**src/rtl/mode3_cfg_pkg.sv**
```systemverilog
package mode3_cfg_pkg;

  // Register offsets on the serial bus
  localparam logic [7:0] CFG1_OFFSET = 8'h2F;
  localparam logic [7:0] CFG2_OFFSET = 8'h30;

  // Reset values: return cfg 1, offset 0, sys code 01100 / aon code 0100, all enables 1
  localparam logic [7:0] CFG1_RESET = 8'h4C;
  localparam logic [7:0] CFG2_RESET = 8'h4F;

  // Field positions
  localparam int BTN_CFG_BIT = 6;
  localparam int SYS_OFFSET_BIT = 5;
  localparam int SYS_CODE_LSB = 0;
  localparam int AON_CODE_LSB = 4;

  // Target address; value is arbitrary
  localparam logic [6:0] TARGET_ADDR_DEFAULT = 7'h2A;

  // Mode settings
  localparam logic [1:0] MODE_ZERO = 2'h0;
  localparam logic [1:0] MODE_THREE = 2'h3;

  // Voltage maps in millivolts
  localparam logic [11:0] STEP_MV = 12'h019;
  localparam logic [11:0] SYS_BASE_MV = 12'h5DC;
  localparam logic [11:0] SYS_CAP_CODE = 12'h018;
  localparam logic [11:0] SYS_OFFSET_MV = 12'h4B0;
  localparam logic [11:0] AON_BASE_MV = 12'h6A4;
  localparam logic [11:0] AON_CAP_CODE = 12'h008;

  // Synchroniser reset value for {modePins[1:0], button, sda, scl}
  localparam logic [4:0] PIN_SYNC_RESET = 5'h07;

  typedef enum logic [3:0] {Idle, Addr, AddrAck, Ptr, PtrAck, Wr, WrAck, Rd, RdAck} i2cState_t;

  typedef struct packed {
    logic [11:0] sysMv;
    logic [11:0] aonMv;
    logic [3:0] enables;
  } regulatorCtl_t;

  typedef struct packed {
    i2cState_t st;
    logic [7:0] shift;
    logic [3:0] bitCnt;
    logic rw;
    logic nack;
    logic [7:0] ptr;
    logic [7:0] cfg1;
    logic [7:0] cfg2;
    logic sclPrev;
    logic sdaPrev;
    logic btnPrev;
    logic returnHold;
    logic [1:0] lastSel;
    logic [1:0] activeMode;
    logic sdaOut;
    logic sdaOe;
    logic mode3Active;
    regulatorCtl_t ctl;
  } state_t;

endpackage

```
**src/rtl/mode3_regulator_config_regs.sv**
```systemverilog
`timescale 1ns/1ps
module mode3_regulator_config_regs #(
  parameter logic [6:0] TARGET_ADDR = mode3_cfg_pkg::TARGET_ADDR_DEFAULT
) (
  input wire logic clk_sys,
  input wire logic rst_n,
  input wire logic sclIn,
  input wire logic sdaIn,
  output logic sdaOut,
  output logic sdaOe,
  input wire logic powerButtonPin,
  input wire logic [1:0] modeSelectPins,
  input wire logic pinModeSelectEnable,
  input wire logic [1:0] modeSelectRegBits,
  output logic [1:0] activeMode,
  output logic mode3Active,
  output logic coreBuckEnable,
  output logic sysBuckEnable,
  output logic aonRegulatorEnable,
  output logic sysRegulatorEnable,
  output logic [11:0] sysBuckMillivolts,
  output logic [11:0] aonRegulatorMillivolts
);

  if (TARGET_ADDR == 7'h00) begin : gBadAddr
    $error("target address 0 is the general call address");
  end

  ////////////////////////////////////////////////////////////////////////////
  // Reset release and pin synchronisers

  logic rstMeta_q;
  logic rstLocalN;
  logic [4:0] pinLvl;
  logic sclLvl;
  logic sdaLvl;
  logic btnLvl;
  logic [1:0] modePinLvl;

  always_ff @(posedge clk_sys or negedge rst_n) begin
    if (!rst_n) begin
      rstMeta_q <= 1'b0;
      rstLocalN <= 1'b0;
    end else begin
      rstMeta_q <= 1'b1;
      rstLocalN <= rstMeta_q;
    end
  end

  pin_sync #(
    .W(5),
    .RESET_VAL(mode3_cfg_pkg::PIN_SYNC_RESET)
  ) uPinSync (
    .clk(clk_sys),
    .rstN(rstLocalN),
    .pinIn({modeSelectPins, powerButtonPin, sdaIn, sclIn}),
    .level(pinLvl)
  );

  assign sclLvl = pinLvl[0];
  assign sdaLvl = pinLvl[1];
  assign btnLvl = pinLvl[2];
  assign modePinLvl = pinLvl[4:3];

  ////////////////////////////////////////////////////////////////////////////
  // Helpers

  function automatic logic [11:0] codeToMv(input logic [11:0] code, input logic [11:0] base,
                                           input logic [11:0] cap);
    logic [11:0] c;
    c = (code > cap) ? cap : code;
    return 12'(base + 12'(mode3_cfg_pkg::STEP_MV * c));
  endfunction

  function automatic logic [7:0] regRead(input logic [7:0] ptr, input logic [7:0] cfg1,
                                         input logic [7:0] cfg2);
    if (ptr == mode3_cfg_pkg::CFG1_OFFSET) begin
      return cfg1;
    end else if (ptr == mode3_cfg_pkg::CFG2_OFFSET) begin
      return cfg2;
    end else begin
      return 8'h00;
    end
  endfunction

  ////////////////////////////////////////////////////////////////////////////
  // Next state

  mode3_cfg_pkg::state_t s_q;
  mode3_cfg_pkg::state_t s_d;
  logic sclRise;
  logic sclFall;
  logic busStart;
  logic busStop;
  logic btnFall;
  logic [1:0] selMode;
  logic [7:0] rdByte;

  always_comb begin
    s_d = s_q;
    sclRise = sclLvl & ~s_q.sclPrev;
    sclFall = ~sclLvl & s_q.sclPrev;
    busStart = sclLvl & s_q.sclPrev & s_q.sdaPrev & ~sdaLvl;
    busStop = sclLvl & s_q.sclPrev & ~s_q.sdaPrev & sdaLvl;
    btnFall = ~btnLvl & s_q.btnPrev;
    rdByte = regRead(s_q.ptr, s_q.cfg1, s_q.cfg2);
    s_d.sclPrev = sclLvl;
    s_d.sdaPrev = sdaLvl;
    s_d.btnPrev = btnLvl;
    // Serial register access
    if (busStart) begin
      s_d.st = mode3_cfg_pkg::Addr;
      s_d.bitCnt = 4'h0;
      s_d.sdaOe = 1'b0;
    end else if (busStop) begin
      s_d.st = mode3_cfg_pkg::Idle;
      s_d.sdaOe = 1'b0;
    end else begin
      case (s_q.st)
        mode3_cfg_pkg::Addr, mode3_cfg_pkg::Ptr, mode3_cfg_pkg::Wr: begin
          if (sclRise && s_q.bitCnt < 4'h8) begin
            s_d.shift = {s_q.shift[6:0], sdaLvl};
            s_d.bitCnt = 4'(s_q.bitCnt + 4'h1);
          end else if (sclFall && s_q.bitCnt == 4'h8) begin
            s_d.sdaOe = 1'b1;
            if (s_q.st == mode3_cfg_pkg::Addr) begin
              if (s_q.shift[7:1] == TARGET_ADDR) begin
                s_d.rw = s_q.shift[0];
                s_d.st = mode3_cfg_pkg::AddrAck;
              end else begin
                s_d.sdaOe = 1'b0;
                s_d.st = mode3_cfg_pkg::Idle;
              end
            end else if (s_q.st == mode3_cfg_pkg::Ptr) begin
              s_d.ptr = s_q.shift;
              s_d.st = mode3_cfg_pkg::PtrAck;
            end else begin
              if (s_q.ptr == mode3_cfg_pkg::CFG1_OFFSET) begin
                s_d.cfg1 = s_q.shift;
              end else if (s_q.ptr == mode3_cfg_pkg::CFG2_OFFSET) begin
                s_d.cfg2 = s_q.shift;
              end
              s_d.ptr = 8'(s_q.ptr + 8'h01);
              s_d.st = mode3_cfg_pkg::WrAck;
            end
          end
        end
        mode3_cfg_pkg::AddrAck: begin
          if (sclFall) begin
            s_d.bitCnt = s_q.rw ? 4'h1 : 4'h0;
            s_d.shift = rdByte;
            s_d.sdaOe = s_q.rw & ~rdByte[7];
            s_d.nack = 1'b0;
            s_d.st = s_q.rw ? mode3_cfg_pkg::Rd : mode3_cfg_pkg::Ptr;
          end
        end
        mode3_cfg_pkg::PtrAck, mode3_cfg_pkg::WrAck: begin
          if (sclFall) begin
            s_d.sdaOe = 1'b0;
            s_d.bitCnt = 4'h0;
            s_d.st = mode3_cfg_pkg::Wr;
          end
        end
        mode3_cfg_pkg::Rd: begin
          if (sclFall) begin
            if (s_q.bitCnt == 4'h8) begin
              s_d.sdaOe = 1'b0;
              s_d.st = mode3_cfg_pkg::RdAck;
            end else begin
              s_d.shift = {s_q.shift[6:0], 1'b0};
              s_d.sdaOe = ~s_q.shift[6];
              s_d.bitCnt = 4'(s_q.bitCnt + 4'h1);
            end
          end
        end
        mode3_cfg_pkg::RdAck: begin
          if (sclRise) begin
            s_d.nack = sdaLvl;
          end else if (sclFall) begin
            if (s_q.nack) begin
              s_d.st = mode3_cfg_pkg::Idle;
            end else begin
              s_d.ptr = 8'(s_q.ptr + 8'h01);
              s_d.shift = regRead(8'(s_q.ptr + 8'h01), s_q.cfg1, s_q.cfg2);
              s_d.sdaOe = ~s_d.shift[7];
              s_d.bitCnt = 4'h1;
              s_d.st = mode3_cfg_pkg::Rd;
            end
          end
        end
        default: begin
          s_d.sdaOe = 1'b0;
        end
      endcase
    end
    // Mode selection
    selMode = pinModeSelectEnable ? modePinLvl : modeSelectRegBits;
    s_d.lastSel = selMode;
    if (selMode != s_q.lastSel) begin
      s_d.returnHold = 1'b0;
    end
    if (btnFall && s_q.activeMode == mode3_cfg_pkg::MODE_THREE && !s_q.cfg1[mode3_cfg_pkg::BTN_CFG_BIT]) begin
      s_d.returnHold = 1'b1;
    end
    s_d.activeMode = s_d.returnHold ? mode3_cfg_pkg::MODE_ZERO : selMode;
    s_d.mode3Active = (s_d.activeMode == mode3_cfg_pkg::MODE_THREE);
    // Regulator controls, only while mode 3 is active
    if (s_d.mode3Active) begin
      s_d.ctl.enables = s_q.cfg2[3:0];
      s_d.ctl.sysMv = 12'(codeToMv({7'h00, s_q.cfg1[mode3_cfg_pkg::SYS_CODE_LSB +: 5]}, mode3_cfg_pkg::SYS_BASE_MV,
                                   mode3_cfg_pkg::SYS_CAP_CODE)
                          + (s_q.cfg1[mode3_cfg_pkg::SYS_OFFSET_BIT] ? mode3_cfg_pkg::SYS_OFFSET_MV : 12'h000));
      s_d.ctl.aonMv = codeToMv({8'h00, s_q.cfg2[mode3_cfg_pkg::AON_CODE_LSB +: 4]},
                               mode3_cfg_pkg::AON_BASE_MV, mode3_cfg_pkg::AON_CAP_CODE);
    end else begin
      s_d.ctl = '0;
    end
  end

  always_ff @(posedge clk_sys or negedge rstLocalN) begin
    if (!rstLocalN) begin
      s_q <= '0;
      s_q.st <= mode3_cfg_pkg::Idle;
      s_q.cfg1 <= mode3_cfg_pkg::CFG1_RESET;
      s_q.cfg2 <= mode3_cfg_pkg::CFG2_RESET;
      s_q.sclPrev <= 1'b1;
      s_q.sdaPrev <= 1'b1;
      s_q.btnPrev <= 1'b1;
    end else begin
      s_q <= s_d;
    end
  end

  assign sdaOut = s_q.sdaOut;
  assign sdaOe = s_q.sdaOe;
  assign activeMode = s_q.activeMode;
  assign mode3Active = s_q.mode3Active;
  assign coreBuckEnable = s_q.ctl.enables[3];
  assign sysBuckEnable = s_q.ctl.enables[2];
  assign aonRegulatorEnable = s_q.ctl.enables[1];
  assign sysRegulatorEnable = s_q.ctl.enables[0];
  assign sysBuckMillivolts = s_q.ctl.sysMv;
  assign aonRegulatorMillivolts = s_q.ctl.aonMv;

  ////////////////////////////////////////////////////////////////////////////
  // Assertions

  logic [11:0] expSysMv;
  logic [11:0] expAonMv;
  assign expSysMv = 12'(((s_q.cfg1[4:0] > 5'h18) ? 12'h834 : 12'(12'h5DC + 12'h019 * {7'h00, s_q.cfg1[4:0]}))
                        + (s_q.cfg1[5] ? 12'h4B0 : 12'h000));
  assign expAonMv = (s_q.cfg2[7:4] > 4'h8) ? 12'h76C : 12'(12'h6A4 + 12'h019 * {8'h00, s_q.cfg2[7:4]});
endmodule

```
**src/rtl/pin_sync.sv**
```systemverilog
`timescale 1ns/1ps
module pin_sync #(
  parameter int W = 1,
  parameter logic [W-1:0] RESET_VAL = '0
) (
  input wire logic clk,
  input wire logic rstN,
  input wire logic [W-1:0] pinIn,
  output logic [W-1:0] level
);

  logic [W-1:0] s1_q;
  logic [W-1:0] s2_q;
  logic [W-1:0] s3_q;

  if (W < 1) begin : gBadWidth
    $error("pin_sync width must be at least 1");
  end

  // A change counts once the second and third stages agree
  always_ff @(posedge clk or negedge rstN) begin
    if (!rstN) begin
      s1_q <= RESET_VAL;
      s2_q <= RESET_VAL;
      s3_q <= RESET_VAL;
      level <= RESET_VAL;
    end else begin
      s1_q <= pinIn;
      s2_q <= s1_q;
      s3_q <= s2_q;
      for (int i = 0; i < W; i++) begin
        if (s2_q[i] == s3_q[i]) begin
          level[i] <= s3_q[i];
        end
      end
    end
  end

endmodule

```
**config.mk**
```make
export PLATFORM = sky130hd
export DESIGN_NAME = mode3_regulator_config_regs
export DESIGN_NICKNAME = d
export VERILOG_FILES = /design/src/rtl/mode3_cfg_pkg.sv /design/src/rtl/mode3_regulator_config_regs.sv /design/src/rtl/pin_sync.sv
export SDC_FILE = /design/constraint.sdc
export NUM_CORES = 1
export LEC_CHECK = 0
export ABC_AREA = 1
export BUFFER_PORTS_ARGS = -buffer_cell sky130_fd_sc_hd__buf_2
export CORE_AREA = 2 2 125 127
export CTS_CLUSTER_SIZE = 14
export DETAILED_ROUTE_END_ITERATION = 6
export DIE_AREA = 0 0 127 129
export PLACE_DENSITY = 0.55
export SLEW_MARGIN = 25
export SYNTH_ARGS = -nofsm -noshare
export SYNTH_HDL_FRONTEND = slang
export SYNTH_SLANG_ARGS = --single-unit
```
**constraint.sdc**
```tcl
create_clock -name clk_sys -period 3 [get_ports clk_sys]
set_input_delay 0.9 -clock clk_sys [delete_from_list [all_inputs] [get_ports clk_sys]]
set_output_delay 0.9 -clock clk_sys [all_outputs]
set_load 0.05 [all_outputs]
```
==> impl_metrics.env <==
export IMPL_clock_skew_final_ns=0.00772
export IMPL_fp_dieW_um=127
export IMPL_combPwrFrac_pct=35.0
export IMPL_gp_congestion=0.896
export IMPL_numClockSinks=102
export IMPL_routed_wl_mm=12.5
export IMPL_htreeDepth=3
export IMPL_power_density_nw_per_um2=691
export IMPL_critical_path_max_stage_delay_ns=0.59
export IMPL_period_share_pct=130
export IMPL_relSlewSlack_pct=46.0
export IMPL_timing_critical_path_arrival_ns=4.12
export IMPL_antenna_found_initial=0
export IMPL_finalCriticalPeriod_ns=3.89
export IMPL_leakage_nw=3.50
export IMPL_clkLatencyLatePin_ns=0.35
export IMPL_report_final_slew_viol_count=0
export IMPL_crit_chain="ha_4, inv_2, a31oi_4, nor2_2, ha_1, fa_2, fa_1, ha_4, ha_4, inv_2, fa_2, inv_2, nand3_2, nand2_2, nand2_2, nand2_1, a21o_1, xor2_1, nor2_1"
export IMPL_ys_ff_latch=102
export IMPL_portBuffers=41
export IMPL_cts_root_buf="clkbuf_16"
export IMPL_hpwl_mm=9.25
export IMPL_yosysTopAreaCell="dfrtp_1"
export IMPL_core_area_um2=15000
export IMPL_ys_dominant_reg_cell="dfrtp_1"
export IMPL_cts_tree="yes"
export IMPL_status="finished with violations"
export IMPL_viasPerCell=4.93
export IMPL_layout_drive_gt1_share_pct=24.9
export IMPL_dr_total_vias=4626
export IMPL_p_switching_mw=1.88
export IMPL_die_area_um2=16400
export IMPL_place_inst=917
export IMPL_rows=45
export IMPL_firstDrtPassIters=5
export IMPL_setup_violations=7
export IMPL_grt_pass1_vias=4519
export IMPL_fin_area_um2=6770
export IMPL_area_growth_pct=15.3
export IMPL_worst_slack_ns=-0.892
export IMPL_synth_top_area_share_pct=33.7
export IMPL_initial_core_util_pct=39.2
export IMPL_crit_type="reg -> reg"
export IMPL_syn_inst=698
export IMPL_synthArstFlopShare_pct=100
export IMPL_min_path_type="in -> async"
export IMPL_yosysUniqueCellTypes=44
export IMPL_instances_no_fill=938
export IMPL_fmax_mhz=257
export IMPL_report_final_hold_viol_count=0
export IMPL_cp_start_kind="flip-flop"
export IMPL_slowest_stage="dfstp_2"
export IMPL_io_pins=43
export IMPL_num_antenna_cells=0
export IMPL_synth_top_cells_by_area="dfrtp_1 (34%), dfstp_2 (10%), nand2_1 (9.7%), ha_1 (7.5%), inv_1 (6.0%)"
export IMPL_nNetsFinal=798
export IMPL_drc_errors=0
export IMPL_rsz0062_at_grt="true"
export IMPL_cts_made_buffers=9
export IMPL_track_usage_pct=16.2
export IMPL_critical_path_required_ns=3.23
export IMPL_violations="negative setup slack"
export IMPL_final_cell_mix="nand2_1 (149), inv_1 (89), dfrtp_1 (78), nor2_1 (65), buf_2 (41)"
export IMPL_overflow=0
export IMPL_yosysSeqAreaShare_pct=44.0
export IMPL_grt_pass1_wl_mm=21.1
export IMPL_cts_hold_buf=0
export IMPL_endpoint_kind="flip-flop"
export IMPL_placed_area_um2=6330
export IMPL_worst_slew_pin_transition_ns=0.805
export IMPL_irDropWorstVdd_mv=0.394
export IMPL_path_max_fanout=4
export IMPL_power_frac_seq_pct=37.8
export IMPL_internal_power_mw=2.79
export IMPL_drtIter0Drc=315
export IMPL_cts_buffer_depth=2
export IMPL_synth_area_um2=5870
export IMPL_ys_warn_count=0
export IMPL_path_clk_slew_ns=0.07
export IMPL_grt_max_degree=54
export IMPL_routedWlPerCell_um=13.3
export IMPL_layout_commonest_cell="nand2_1"
export IMPL_maxCapViolCount=0
export IMPL_clockPowerShare_pct=27.2
export IMPL_syn_area_per_cell_um2=8.41
export IMPL_antenna_left=0
export IMPL_p_sw_share_pct=40.2
export IMPL_synth_edf_count=0
export IMPL_synth_nets=751
export IMPL_die_h_um=129
flip-flops by register name, summed over array words and instances, names as in the netlist, 2 cells and up:
signal / cells
s_q: 48
aonRegulatorMillivolts: 12
sysBuckMillivolts: 12
uPinSync.level: 5
uPinSync.s1_q: 5
uPinSync.s2_q: 5
uPinSync.s3_q: 5
activeMode: 2
cells by family after synthesis:
family / Yosys count / synth area share (%)
compound gates: 83 / 8.10
simple gates: 311 / 24.1
other cells: 2 / 0.128
buf+inv: 146 / 11.8
flops: 102 / 44.0
fa+ha+maj: 48 / 11.0
xor+xnor: 6 / 0.896
layer usage:
metal	up-vias	track usage (%)	share of wire [%]
li1	2288	-	-
met1	2192	20.0	45
met2	111	27.1	48
met3	35	2.74	4.0
met4	0	8.73	3.7
met5	-	0	0
path summary, 6_finish.rpt:
check	depth (start not counted)	slack (ns)	end	from
worst min-delay path	1	0.32	rstMeta_q	rst_n
worst min register to register	0	0.35	uPinSync.s2_q[4]	uPinSync.s1_q[4]
max in group asynchronous	1	1.86	s_q[45]	rstLocalN
worst max-delay path	19	-0.89	sysBuckMillivolts[11]	s_q[50]
min in group clk_sys	0	0.35	uPinSync.s2_q[4]	uPinSync.s1_q[4]
worst max register to register	19	-0.89	sysBuckMillivolts[11]	s_q[50]
synth_stat cells, types with 2 or more instances:
library cell  count
a31oi_1           2
nor3_1            8
o22ai_1           8
clkbuf_1          3
nand3_1          35
nor2_2            8
nand4_1          10
o211ai_1          3
o21ai_1          29
buf_4            33
o21ai_0          17
fa_1              8
inv_1            94
ha_1             35
inv_2            10
xor2_1            5
maj3_1            5
nor3_2            3
a21oi_1          13
nand3_2           6
nor2_1           69
nand4_2           2
dfrtp_1          79
dfstp_2          23
nand2_1         152
o2111ai_1         4
buf_6             2
buf_2             4
conb_1            2
nand2_2           9
nor2_4            4
stage by stage:
step	setup WS, ns	hold slack, ns	total power [mW]	util (%)	TNS (ns)
floorplan	-0.837	0.331	3.11	-	-3.30
global placement	-0.879	0.331	3.38	42.3	-3.93
detailed placement	-0.980	0.336	3.42	42.3	-4.55
CTS	-0.943	0.314	4.71	44.9	-4.28
global route	-1.03	0.314	5.04	45.2	-5.00
finish	-0.892	0.323	4.67	45.2	-4.05
area by class of cell:
| type | instances | area (µm²) |
|---|---|---|
| Fill cell | 1496 | 8210 |
| Sequential cell | 102 | 2580 |
| Tap cell | 188 | 235 |
| Clock buffer | 9 | 225 |
| Inverter | 104 | 390 |
| Multi-Input combinational cell | 450 | 2740 |
| Timing Repair Buffer | 78 | 495 |
| Clock inverter | 7 | 98.8 |
power by group through the flow:
stage / registers [mW] / clock network, mW / logic (mW)
2_1_floorplan: 1.74 / 0 / 1.36
3_3_place_gp: 1.78 / 0 / 1.60
3_5_place_dp: 1.79 / 0 / 1.62
4_1_cts: 1.77 / 1.31 / 1.64
5_1_grt: 1.80 / 1.36 / 1.88
6_report: 1.77 / 1.27 / 1.64
critical path, delay by kind of cell (launching register included):
kind / cells / cell delay, ns
compound gates: 2 / 0.30
flops: 1 / 0.59
simple gates: 6 / 0.39
buf+inv: 3 / 0.13
xor+xnor: 1 / 0.15
fa+ha+maj: 7 / 2.21
repair_timing:
action / in CTS / in global routing
gates resized for setup: 9 / 9
pin swaps: 5 / 18
setup endpoints to repair: 7 / 7
buffers inserted: 5 / 1
(Power assumes the default switching activity.)
